### config.mk
export PLATFORM = sky130hd
export DESIGN_NAME = hbag_glue
export DESIGN_NICKNAME = d
export VERILOG_FILES = /design/src/hbag_pkg.sv /design/src/hbag_sync.sv /design/src/hbag_arb_core.sv /design/src/hbag_glue.sv
export SDC_FILE = /design/constraint.sdc
export NUM_CORES = 1
export LEC_CHECK = 0
export ABC_AREA = 1
export BUFFER_PORTS_ARGS = -buffer_cell sky130_fd_sc_hd__buf_2
export CAP_MARGIN = 20
export CORE_ASPECT_RATIO = 1.2
export CORE_MARGIN = 2
export CORE_UTILIZATION = 35
export DETAILED_ROUTE_END_ITERATION = 10
export HOLD_SLACK_MARGIN = 0.02
export SYNTH_ARGS = -nofsm -noshare
export SYNTH_HDL_FRONTEND = slang
export SYNTH_SLANG_ARGS = --single-unit
### constraint.sdc
create_clock -name clk -period 2.3 [get_ports clk]
set_input_delay 0 -clock clk [delete_from_list [all_inputs] [get_ports clk]]
set_output_delay 0 -clock clk [all_outputs]
set_load 0.1 [all_outputs]
### src/hbag_pkg.sv
// Purpose: constants and types for the host bus arbiter glue
// Assumes: AXI4-Lite register access, one 25 MHz clock
// Notes:   register offsets are byte addresses, one word each
package hbag_pkg;
  // ****************************************************************
  // register map
  // ****************************************************************
  localparam int          ADDR_W           = 6;
  localparam logic [5:0]  ADDR_BANK0_BASE  = 6'h00;
  localparam logic [5:0]  ADDR_BANK_OPT    = 6'h04;
  localparam logic [5:0]  ADDR_HOST_CFG    = 6'h08;
  localparam logic [5:0]  ADDR_CTRL        = 6'h0C;
  localparam logic [5:0]  ADDR_STATUS      = 6'h10;
  localparam logic [5:0]  ADDR_STRAPS      = 6'h14;
  localparam logic [31:0] BANK0_BASE_RST   = 32'h0000_0000;
  localparam logic [31:0] BANK_OPT_RST     = 32'h0000_0000;
  localparam logic [31:0] HOST_CFG_RST     = 32'h0000_0000;
  // ****************************************************************
  // field layout and expected host values
  // ****************************************************************
  localparam int          BASE_VALID_BIT   = 0;
  localparam int          BASE_FIELD_LSB   = 11;
  localparam logic [20:0] BASE_EXPECT      = 21'h01_2000;
  localparam int          OPT_DRAM_BIT     = 10;
  localparam int          OPT_PSIZE_LSB    = 1;
  localparam logic [1:0]  PSIZE_EXT_ACK    = 2'h3;
  localparam int          OPT_MASK_LSB     = 11;
  localparam logic [16:0] MASK_ALL         = 17'h1_FFFF;
  localparam int          OPT_CYCLE_LSB    = 28;
  localparam logic [3:0]  CYCLE_EXPECT     = 4'hF;
  localparam int          HCFG_BUS_TM_BIT  = 0;
  localparam int          HCFG_ARB_TM_BIT  = 1;
  localparam int          HCFG_PE_LSB      = 16;
  localparam int          PE_AUTO_VECTOR_INPUT_BIT      = 0;
  localparam int          PE_STROBE_BIT    = 7;
  localparam int          PE_PINFN_LSB     = 8;
  localparam logic [1:0]  PINFN_CONFIG     = 2'h0;
  localparam int          CTRL_ARB_EN_BIT  = 0;
  localparam int          CTRL_RECAP_BIT   = 1;
  // strap index within the latched strap vector and on the data pins
  localparam int          STRAP_RW_POLARITY_STRAP      = 0;
  localparam int          STRAP_HOST_MODE_STRAP       = 1;
  localparam int          STRAP_ARB_OFF    = 2;
  localparam int          STRAP_LITTLE_ENDIAN_STRAP       = 3;
  localparam logic [1:0]  STRAP_SETTLE     = 2'h3;
  localparam logic [1:0]  RESP_OKAY        = 2'h0;
  localparam logic [1:0]  RESP_SLVERR      = 2'h2;
  typedef enum logic [1:0] {WR_IDLE = 2'h0, WR_RESP = 2'h1} hbag_wr_state_type;
  typedef enum logic       {RD_IDLE = 1'h0, RD_DATA = 1'h1} hbag_rd_state_type;
endpackage

### src/hbag_sync.sv
// Purpose: two-flop synchroniser for pin inputs
// Assumes: inputs change slowly against clk
// Notes:   only stage two leaves this module
`timescale 1ns/10ps
module hbag_sync #(
  parameter int W = 1
) (
  // clock and reset
  input  wire logic         clk,
  input  wire logic         reset_n,
  // pins in, synchronised out
  input  wire logic [W-1:0] pin_in,
  output logic      [W-1:0] sync_out
);
  typedef struct packed {
    logic [W-1:0] s1;
    logic [W-1:0] s2;
  } hbag_sync_st_type;
  hbag_sync_st_type st_q;
  hbag_sync_st_type st_d;
  // a zero-width synchroniser is refused at elaboration
  if (W < 1) begin : g_bad_width
    $error("hbag_sync width must be positive");
  end
  // stage one feeds stage two only
  always_comb begin
    st_d    = st_q;
    st_d.s1 = pin_in;
    st_d.s2 = st_q.s1;
  end
  always_ff @(posedge clk or negedge reset_n) begin
    if (!reset_n) begin
      st_q <= '0;
    end else begin
      st_q <= st_d;
    end
  end
  assign sync_out = st_q.s2;
endmodule // hbag_sync

### src/hbag_arb_core.sv
// Purpose: grant latch and hold acknowledge of the external arbiter
// Assumes: step pulses once per rising expansion clock edge
// Notes:   disabled core releases request at once and busy enable on the next clk
`timescale 1ns/10ps
module hbag_arb_core import hbag_pkg::*; (
  // clock and reset
  input  wire logic clk,
  input  wire logic reset_n,
  // expansion clock edge and level
  input  wire logic step,
  input  wire logic xclk_high,
  // arbitration inputs, synchronised
  input  wire logic enable,
  input  wire logic hold_request,
  input  wire logic bus_grant_in_n,
  // arbitration outputs
  output logic      grant_latched,
  output logic      hold_acknowledge,
  output logic      bus_request_out_n,
  output logic      bus_busy_out_n,
  output logic      bus_busy_oe
);
  typedef struct packed {
    logic grant;
    logic hold_ack;
  } hbag_arb_st_type;
  hbag_arb_st_type st_q;
  hbag_arb_st_type st_d;
  // both flops advance only on the expansion clock edge, and clear on the next clk whenever disabled
  always_comb begin
    st_d = st_q;
    if (!enable) begin
      st_d = '0;
    end else if (step) begin
      st_d.grant    = !bus_grant_in_n || (st_q.grant && hold_request);
      st_d.hold_ack = (st_q.grant && xclk_high) || (st_q.hold_ack && hold_request);
    end
  end
  always_ff @(posedge clk or negedge reset_n) begin
    if (!reset_n) begin
      st_q <= '0;
    end else begin
      st_q <= st_d;
    end
  end
  assign grant_latched     = st_q.grant;
  assign hold_acknowledge  = st_q.hold_ack;
  assign bus_request_out_n = !(enable && hold_request && !st_q.hold_ack);
  assign bus_busy_out_n    = 1'b0;
  assign bus_busy_oe       = st_q.hold_ack;
endmodule // hbag_arb_core

### src/hbag_glue.sv
// Purpose: host bus arbiter glue with strap latch and register file
// Assumes: AXI4-Lite slave, pins synchronised to clk
// Notes:   host setting registers mirror what the host must program
`timescale 1ns/10ps
module hbag_glue import hbag_pkg::*; (
  // clock and reset
  input  wire logic        clk,
  input  wire logic        reset_n,
  // axi4-lite write address
  input  wire logic [5:0]  s_axi_awaddr,
  input  wire logic        s_axi_awvalid,
  output logic             s_axi_awready,
  // axi4-lite write data
  input  wire logic [31:0] s_axi_wdata,
  input  wire logic [3:0]  s_axi_wstrb,
  input  wire logic        s_axi_wvalid,
  output logic             s_axi_wready,
  // axi4-lite write response
  output logic [1:0]       s_axi_bresp,
  output logic             s_axi_bvalid,
  input  wire logic        s_axi_bready,
  // axi4-lite read address
  input  wire logic [5:0]  s_axi_araddr,
  input  wire logic        s_axi_arvalid,
  output logic             s_axi_arready,
  // axi4-lite read data
  output logic [31:0]      s_axi_rdata,
  output logic [1:0]       s_axi_rresp,
  output logic             s_axi_rvalid,
  input  wire logic        s_axi_rready,
  // expansion bus arbitration pins
  input  wire logic        expansion_clock,
  input  wire logic        hold_request,
  output logic             hold_acknowledge,
  // host arbitration pins
  input  wire logic        bus_grant_in_n,
  output logic             bus_request_out_n,
  input  wire logic        bus_busy_in_n,
  output logic             bus_busy_out_n,
  output logic             bus_busy_oe,
  // boot straps on the data bus
  input  wire logic [3:0]  strap_pins,
  // latched boot configuration
  output logic             write_strobe_active_low,
  output logic             async_slave_mode,
  output logic             internal_arbiter_off,
  output logic             little_endian
);
  // ****************************************************************
  // state
  // ****************************************************************
  typedef struct packed {
    hbag_wr_state_type wst;
    hbag_rd_state_type rst;
    logic              aw_got;
    logic              w_got;
    logic [5:0]        waddr;
    logic [31:0]       wdata;
    logic [3:0]        wstrb;
    logic [1:0]        bresp;
    logic [31:0]       rdata;
    logic [1:0]        rresp;
    logic [31:0]       bank0_base;
    logic [31:0]       bank_opt;
    logic [31:0]       host_cfg;
    logic              arb_en;
    logic [3:0]        straps;
    logic              strap_ok;
    logic [1:0]        settle;
    logic              xclk_prev;
  } hbag_glue_st_type;
  hbag_glue_st_type st_q;
  hbag_glue_st_type st_d;

  logic [7:0]  pin_sync;
  logic        xclk_s;
  logic        hold_s;
  logic        grant_n_s;
  logic        busy_n_s;
  logic [3:0]  strap_s;
  logic        xclk_rise;
  logic        arb_enable;
  logic        grant_latched;
  logic        cfg_ok;
  logic [31:0] status_word;
  logic        wr_fire;
  logic [5:0]  wr_addr;
  logic [31:0] wr_data;
  logic [3:0]  wr_strb;

  // ****************************************************************
  // pin synchronisers
  // ****************************************************************
  // every pin input crosses two flops before any logic sees it
  hbag_sync #(
    .W (8)
  ) u_sync (
    .clk      (clk),
    .reset_n  (reset_n),
    .pin_in   ({strap_pins, bus_busy_in_n, bus_grant_in_n,
                hold_request, expansion_clock}),
    .sync_out (pin_sync)
  );
  assign xclk_s    = pin_sync[0];
  assign hold_s    = pin_sync[1];
  assign grant_n_s = pin_sync[2];
  assign busy_n_s  = pin_sync[3];
  assign strap_s   = pin_sync[7:4];

  // expansion clock rise becomes a one-cycle step enable
  assign xclk_rise = xclk_s && !st_q.xclk_prev;

  // ****************************************************************
  // arbiter
  // ****************************************************************
  // external arbiter only when strap says so
  assign arb_enable = st_q.strap_ok && st_q.straps[STRAP_ARB_OFF] && st_q.arb_en;

  hbag_arb_core u_arb (
    .clk               (clk),
    .reset_n           (reset_n),
    .step              (xclk_rise),
    .xclk_high         (xclk_s),
    .enable            (arb_enable),
    .hold_request      (hold_s),
    .bus_grant_in_n    (grant_n_s),
    .grant_latched     (grant_latched),
    .hold_acknowledge  (hold_acknowledge),
    .bus_request_out_n (bus_request_out_n),
    .bus_busy_out_n    (bus_busy_out_n),
    .bus_busy_oe       (bus_busy_oe)
  );

  // ****************************************************************
  // host setting check
  // ****************************************************************
  // one bit tells software the host mirror is fit for the link
  always_comb begin
    cfg_ok = 1'b1;
    if (!st_q.bank0_base[BASE_VALID_BIT]) cfg_ok = 1'b0;
    if (st_q.bank0_base[BASE_FIELD_LSB +: 21] != BASE_EXPECT) cfg_ok = 1'b0;
    if (st_q.bank_opt[OPT_DRAM_BIT]) cfg_ok = 1'b0;
    if (st_q.bank_opt[OPT_PSIZE_LSB +: 2] != PSIZE_EXT_ACK) cfg_ok = 1'b0;
    if (st_q.bank_opt[OPT_MASK_LSB +: 17] != MASK_ALL) cfg_ok = 1'b0;
    if (st_q.bank_opt[OPT_CYCLE_LSB +: 4] != CYCLE_EXPECT) cfg_ok = 1'b0;
    if (st_q.host_cfg[HCFG_BUS_TM_BIT]) cfg_ok = 1'b0;
    if (st_q.host_cfg[HCFG_ARB_TM_BIT]) cfg_ok = 1'b0;
    if (st_q.host_cfg[HCFG_PE_LSB + PE_PINFN_LSB +: 2] != PINFN_CONFIG) cfg_ok = 1'b0;
    if (!st_q.host_cfg[HCFG_PE_LSB + PE_STROBE_BIT]) cfg_ok = 1'b0;
    if (st_q.host_cfg[HCFG_PE_LSB + PE_AUTO_VECTOR_INPUT_BIT]) cfg_ok = 1'b0;
  end

  assign status_word = {22'h0,
                        !st_q.straps[STRAP_HOST_MODE_STRAP] && st_q.strap_ok,
                        st_q.strap_ok,
                        cfg_ok,
                        arb_enable,
                        !busy_n_s,
                        !grant_n_s,
                        hold_s,
                        hold_acknowledge,
                        grant_latched,
                        1'b0};

  // ****************************************************************
  // write channel alignment
  // ****************************************************************
  // address and data may arrive in either order or together
  assign wr_addr = st_q.aw_got ? st_q.waddr : s_axi_awaddr;
  assign wr_data = st_q.w_got  ? st_q.wdata : s_axi_wdata;
  assign wr_strb = st_q.w_got  ? st_q.wstrb : s_axi_wstrb;
  assign wr_fire = (st_q.wst == WR_IDLE) &&
                   (st_q.aw_got || s_axi_awvalid) &&
                   (st_q.w_got  || s_axi_wvalid);

  // byte lanes outside the strobe keep their old value
  function automatic logic [31:0] merge(input logic [31:0] old_v,
                                        input logic [31:0] new_v,
                                        input logic [3:0]  strb);
    logic [31:0] res;
    res = old_v;
    for (int i = 0; i < 4; i++) begin
      if (strb[i]) res[8*i +: 8] = new_v[8*i +: 8];
    end
    return res;
  endfunction

  // ****************************************************************
  // next state
  // ****************************************************************
  always_comb begin
    st_d           = st_q;
    st_d.xclk_prev = xclk_s;

    // strap catch after the synchroniser has filled
    // latch of all four boot straps
    if (!st_q.strap_ok) begin
      if (st_q.settle == STRAP_SETTLE) begin
        st_d.straps   = strap_s;
        st_d.strap_ok = 1'b1;
      end else begin
        st_d.settle = st_q.settle + 2'h1;
      end
    end

    // write path
    case (st_q.wst)
      WR_IDLE: begin
        if (wr_fire) begin
          st_d.aw_got = 1'b0;
          st_d.w_got  = 1'b0;
          st_d.bresp  = RESP_OKAY;
          st_d.wst    = WR_RESP;
          if (wr_addr == ADDR_BANK0_BASE) begin
            st_d.bank0_base = merge(st_q.bank0_base, wr_data, wr_strb);
          end else if (wr_addr == ADDR_BANK_OPT) begin
            st_d.bank_opt = merge(st_q.bank_opt, wr_data, wr_strb);
          end else if (wr_addr == ADDR_HOST_CFG) begin
            st_d.host_cfg = merge(st_q.host_cfg, wr_data, wr_strb);
          end else if (wr_addr == ADDR_CTRL) begin
            if (wr_strb[0]) begin
              st_d.arb_en = wr_data[CTRL_ARB_EN_BIT];
              // recapture restarts the strap settle count
              if (wr_data[CTRL_RECAP_BIT]) begin
                st_d.strap_ok = 1'b0;
                st_d.settle   = 2'h0;
              end
            end
          end else if (wr_addr == ADDR_STATUS || wr_addr == ADDR_STRAPS) begin
            st_d.bresp = RESP_OKAY;
          end else begin
            st_d.bresp = RESP_SLVERR;
          end
        end else begin
          if (s_axi_awvalid && !st_q.aw_got) begin
            st_d.aw_got = 1'b1;
            st_d.waddr  = s_axi_awaddr;
          end
          if (s_axi_wvalid && !st_q.w_got) begin
            st_d.w_got = 1'b1;
            st_d.wdata = s_axi_wdata;
            st_d.wstrb = s_axi_wstrb;
          end
        end
      end
      WR_RESP: begin
        if (s_axi_bready) st_d.wst = WR_IDLE;
      end
      default: st_d.wst = WR_IDLE;
    endcase

    // read path
    case (st_q.rst)
      RD_IDLE: begin
        if (s_axi_arvalid) begin
          st_d.rst   = RD_DATA;
          st_d.rresp = RESP_OKAY;
          if (s_axi_araddr == ADDR_BANK0_BASE) begin
            st_d.rdata = st_q.bank0_base;
          end else if (s_axi_araddr == ADDR_BANK_OPT) begin
            st_d.rdata = st_q.bank_opt;
          end else if (s_axi_araddr == ADDR_HOST_CFG) begin
            st_d.rdata = st_q.host_cfg;
          end else if (s_axi_araddr == ADDR_CTRL) begin
            st_d.rdata = {31'h0, st_q.arb_en};
          end else if (s_axi_araddr == ADDR_STATUS) begin
            st_d.rdata = status_word;
          end else if (s_axi_araddr == ADDR_STRAPS) begin
            st_d.rdata = {28'h0, st_q.straps};
          end else begin
            st_d.rdata = 32'h0000_0000;
            st_d.rresp = RESP_SLVERR;
          end
        end
      end
      RD_DATA: begin
        if (s_axi_rready) st_d.rst = RD_IDLE;
      end
      default: st_d.rst = RD_IDLE;
    endcase
  end

  // ****************************************************************
  // registers
  // ****************************************************************
  always_ff @(posedge clk or negedge reset_n) begin
    if (!reset_n) begin
      st_q            <= '0;
      st_q.wst        <= WR_IDLE;
      st_q.rst        <= RD_IDLE;
      st_q.bank0_base <= BANK0_BASE_RST;
      st_q.bank_opt   <= BANK_OPT_RST;
      st_q.host_cfg   <= HOST_CFG_RST;
      st_q.arb_en     <= 1'b1;
    end else begin
      st_q <= st_d;
    end
  end

  // ****************************************************************
  // outputs
  // ****************************************************************
  // handshakes are decoded from state, data from flops
  assign s_axi_awready = (st_q.wst == WR_IDLE) && !st_q.aw_got;
  assign s_axi_wready  = (st_q.wst == WR_IDLE) && !st_q.w_got;
  assign s_axi_bvalid  = (st_q.wst == WR_RESP);
  assign s_axi_bresp   = st_q.bresp;
  assign s_axi_arready = (st_q.rst == RD_IDLE);
  assign s_axi_rvalid  = (st_q.rst == RD_DATA);
  assign s_axi_rdata   = st_q.rdata;
  assign s_axi_rresp   = st_q.rresp;

  // boot configuration shows zero from reset until the straps are caught; a recapture zeroes only async_slave_mode
  // active-low write select
  assign write_strobe_active_low = st_q.straps[STRAP_RW_POLARITY_STRAP];
  assign async_slave_mode        = st_q.strap_ok && !st_q.straps[STRAP_HOST_MODE_STRAP];
  assign internal_arbiter_off    = st_q.straps[STRAP_ARB_OFF];
  assign little_endian           = st_q.straps[STRAP_LITTLE_ENDIAN_STRAP];
endmodule // hbag_glue

==> flow_summary_export.csv <==
group,metric,value,unit
run_status,outcome,"finished, final reports clean",
yosys,synth_top_family_by_area,"simple AND/OR/NAND/NOR gates",
yosys,syn_area_per_cell,8.46,µm²
power,p_per_area,1120,mW/mm²
timing,min_period_over_period,0.904,
yosys,synth.yosys.seq_area_share,0.539,
critical_path,path_class,"reg -> reg",
power,power.share.sequential,0.407,
yosys,synth-simple-area-share,0.220,
timing,timing.fmax,0.481,GHz
finish,multi_input_area,0.00346,mm²
route,wl_per_cell,15.0,µm
finish,layout_common_cells,"nand2_1 (328), dfrtp_1 (198), buf_2 (107), inv_1 (104), o21ai_0 (100)",
critical_path,critPathLaunchType,"flop",
floorplanning,io_pins,112,
route,wl,24.1,mm
global_route,grt_overflow,0,
yosys,synth_warnings,0,
finish,final_net_count,1324,
route,ant_nets,0,
power,combPwrFrac,0.327,
yosys,synth-edff-count,0,
finish,syn_to_final_growth,22.8,%
power,clockPowerShare,0.266,
critical_path,crit_fanout,16,
clock_network,clock-sinks,203,
yosys,yosys_most_used_dff,"dfrtp_1",
clock_network,post-cts-setup-buffers,0,
floorplanning,die_w,154,µm
power,peakVddDrop,0.922,mV
route,route.vias.total,7665,
finish,final_common_cell,"nand2_1",
critical_path,cp-end-kind,"flop",
job,maxCapViolations,0,
yosys,yosysUniqueCellTypes,36,
floorplanning,die_area,0.0283,mm²
placement,dp_hpwl,17.0,mm
global_route,grt_pass1_wl,40.5,mm
timing,worst_slew_pin_slew,593,ps
yosys,async_reset_ff_frac,1.00,
power,leakage,5.85,nW
critical_path,worstPathRequired,2670,ps
min_path,hold_class,"in -> async",
timing,drv_slew,0,
yosys,synth_xor_xnor_area_share,0,
global_route,grt_pass1_vias,7746,
critical_path,crit_family,"simple AND/OR/NAND/NOR gates",
floorplanning,start_util,0.357,
yosys,syn-cell-area,0.00943,mm²
finish,diodes,0,
timing,fin_crit,2080,ps
clock_network,clk_root_buffer_cell,"clkbuf_16",
global_route,globalRouteTotalUtil,0.175,
power,p_sw,5.17,mW
timing,setup-tns-final,0,ps
clock_network,clock_latency,530,ps
clock_network,cts_buffers,22,
clock_network,htreeDepth,1,
critical_path,worstPathArrival,2450,ps
critical_path,cpPeakStageDelay,490,ps
yosys,synthAdderAreaFrac,0,
placement,globalplace.congestion,0.821,
yosys,muxShareOfSynthArea,0.00597,
yosys,synthCells,1114,
yosys,ys_seq_elements,203,
global_route,grt_max_degree,74,
route,first_pass_iters,5,
route,drt-initial-drc-count,522,
critical_path,crit_chain,"o21ai_0 > nand2_1 > nor2_2 > nand2_2 > nand2_1 > o21ai_0",
floorplanning,rows,65,
clock_network,cts_tree,"done",
route,drc,0,
timing,setup_violations,0,
finish,drive_gt1_frac,0.172,
power,intPower,7.78,mW
critical_path,crit_start,"st_q[184]",
clock_network,clockBufferDepth,3,
clock_network,path_clk_slew,60,ps
placement,port-buffer-count,108,
global_route,antenna_found_initial,0,
critical_path,slowest_stage,"dfrtp_2",
timing,skew,32.1,ps
yosys,synth-compound-area-share,0.137,
timing,grt_setup_unrepaired,"no",
power,swShare,0.399,
finish,seq_area,0.00509,mm²
finish,fillCellCount,2563,
timing,hold_violations,0,
critical_path,regToRegStartpoint,"st_q[184]",
route,vias_per_cell,4.76,
floorplanning,die_y,184,µm
floorplanning,core-area,0.0264,mm²
timing,max-slew-margin-rel,0.600,
critical_path,crit_buf_inv,0,
power,finalPower,12.9,mW
final timing paths:
kind	slack (ps)	cells after the start	endpoint
max in group asynchronous	1560	3	st_q[60]
setup / recovery	220	6	st_q[64]
hold / removal	40	2	st_q[145]
min in group clk	70	5	s_axi_rresp[1]
setup reg to reg	220	6	st_q[64]
hold reg to reg	350	0	u_sync.sync_out[7]
registers in the layout, indices dropped and copies added, names as in the netlist:
name	count
st_q	147
s_axi_rdata	32
u_sync.st_d	8
u_sync.sync_out	8
internal_arbiter_off	1
little_endian	1
s_axi_bresp	1
s_axi_rresp	1
s_axi_rvalid	1
u_arb.bus_busy_oe	1
u_arb.grant_latched	1
write_strobe_active_low	1
worst reg2reg max path, cell delays in order, from the launching register on:
cell and delay (ps):
dfrtp_2 490, o21ai_0 420, nand2_1 170, nor2_2 330
nand2_2 310, nand2_1 130, o21ai_0 80
cells by family (layout without fill, tap and decap cells):
logic type             count (synthesis)  count (layout)
AND/OR/NAND/NOR                      484             484
AO/OA/AOI/OAI                        229             229
flip-flops                           203             203
buffers and inverters                192             350
multiplexers                           5               5
other                                  1               3
synthesized netlist by cell type (2+ instances only):
cell type | count | area (µm²)
nand2_4 | 6 | 67.6
nand4_1 | 5 | 31.3
a21oi_1 | 52 | 260
o211ai_1 | 3 | 22.5
clkbuf_1 | 31 | 116
nor2_2 | 4 | 25.0
inv_1 | 105 | 394
o22ai_1 | 2 | 12.5
o21ai_0 | 100 | 500
nand3_1 | 56 | 280
nand2_1 | 328 | 1230
buf_4 | 42 | 315
nor2_4 | 3 | 33.8
buf_2 | 3 | 15.0
dfrtp_1 | 202 | 5050
o21ai_1 | 34 | 170
nor2_8 | 4 | 80.1
inv_2 | 5 | 18.8
mux2_2 | 5 | 56.3
nor2_1 | 72 | 270
nand2_2 | 3 | 18.8
a31oi_1 | 8 | 50.1
buf_6 | 5 | 56.3
o21ai_2 | 8 | 70.1
a22oi_1 | 17 | 128
power by group through the flow:
stage | clock network (mW) | registers (mW) | logic [mW]
final | 3.44 | 5.27 | 4.24
after global routing | 3.65 | 5.41 | 4.70
after CTS | 3.52 | 5.26 | 4.27
after detailed placement | 0 | 5.32 | 4.06
after global placement | 0 | 5.29 | 4.01
after floorplan | 0 | 5.23 | 3.20
metrics by stage:
| step | hold WS, ps | setup WS (ps) | cell area, µm² | utilization | std cells |
|---|---|---|---|---|---|
| floorplan | -296 | 67.0 | 9450 | - | 1116 |
| CTS | 52.8 | 143 | 11600 | 0.438 | 1609 |
| finish | 39.7 | 222 | 11600 | 0.438 | 1609 |
| global route | 99.8 | 81.9 | 11600 | 0.438 | 1609 |
| detailed placement | 55.5 | 196 | 10200 | 0.385 | 1502 |
| global placement | 50.4 | 255 | 10200 | 0.385 | 1502 |
layer usage:
layer  routed length (µm)  vias up  global-route usage
met5                    0        -                   0
met3                  941       23              0.0236
met2                11100      165               0.289
met1                11700     3643               0.247
li1                     -     3834                   -
met4                  350        0              0.0396
area by class of cell:
class                      instances  area share
clock buffer                      31      0.0539
clock inverter                     6     0.00616
inverter                         111      0.0363
multi-input combinational        721       0.299
sequential                       203       0.440
tap                              335      0.0362
timing repair buffer             202       0.129
what timing repair did:
action,CTS,global route
endpoints found under the hold margin,304,0
setup endpoints to repair,0,3
gates resized for setup,0,2
hold buffers,70,0
(Power assumes the default switching activity.)
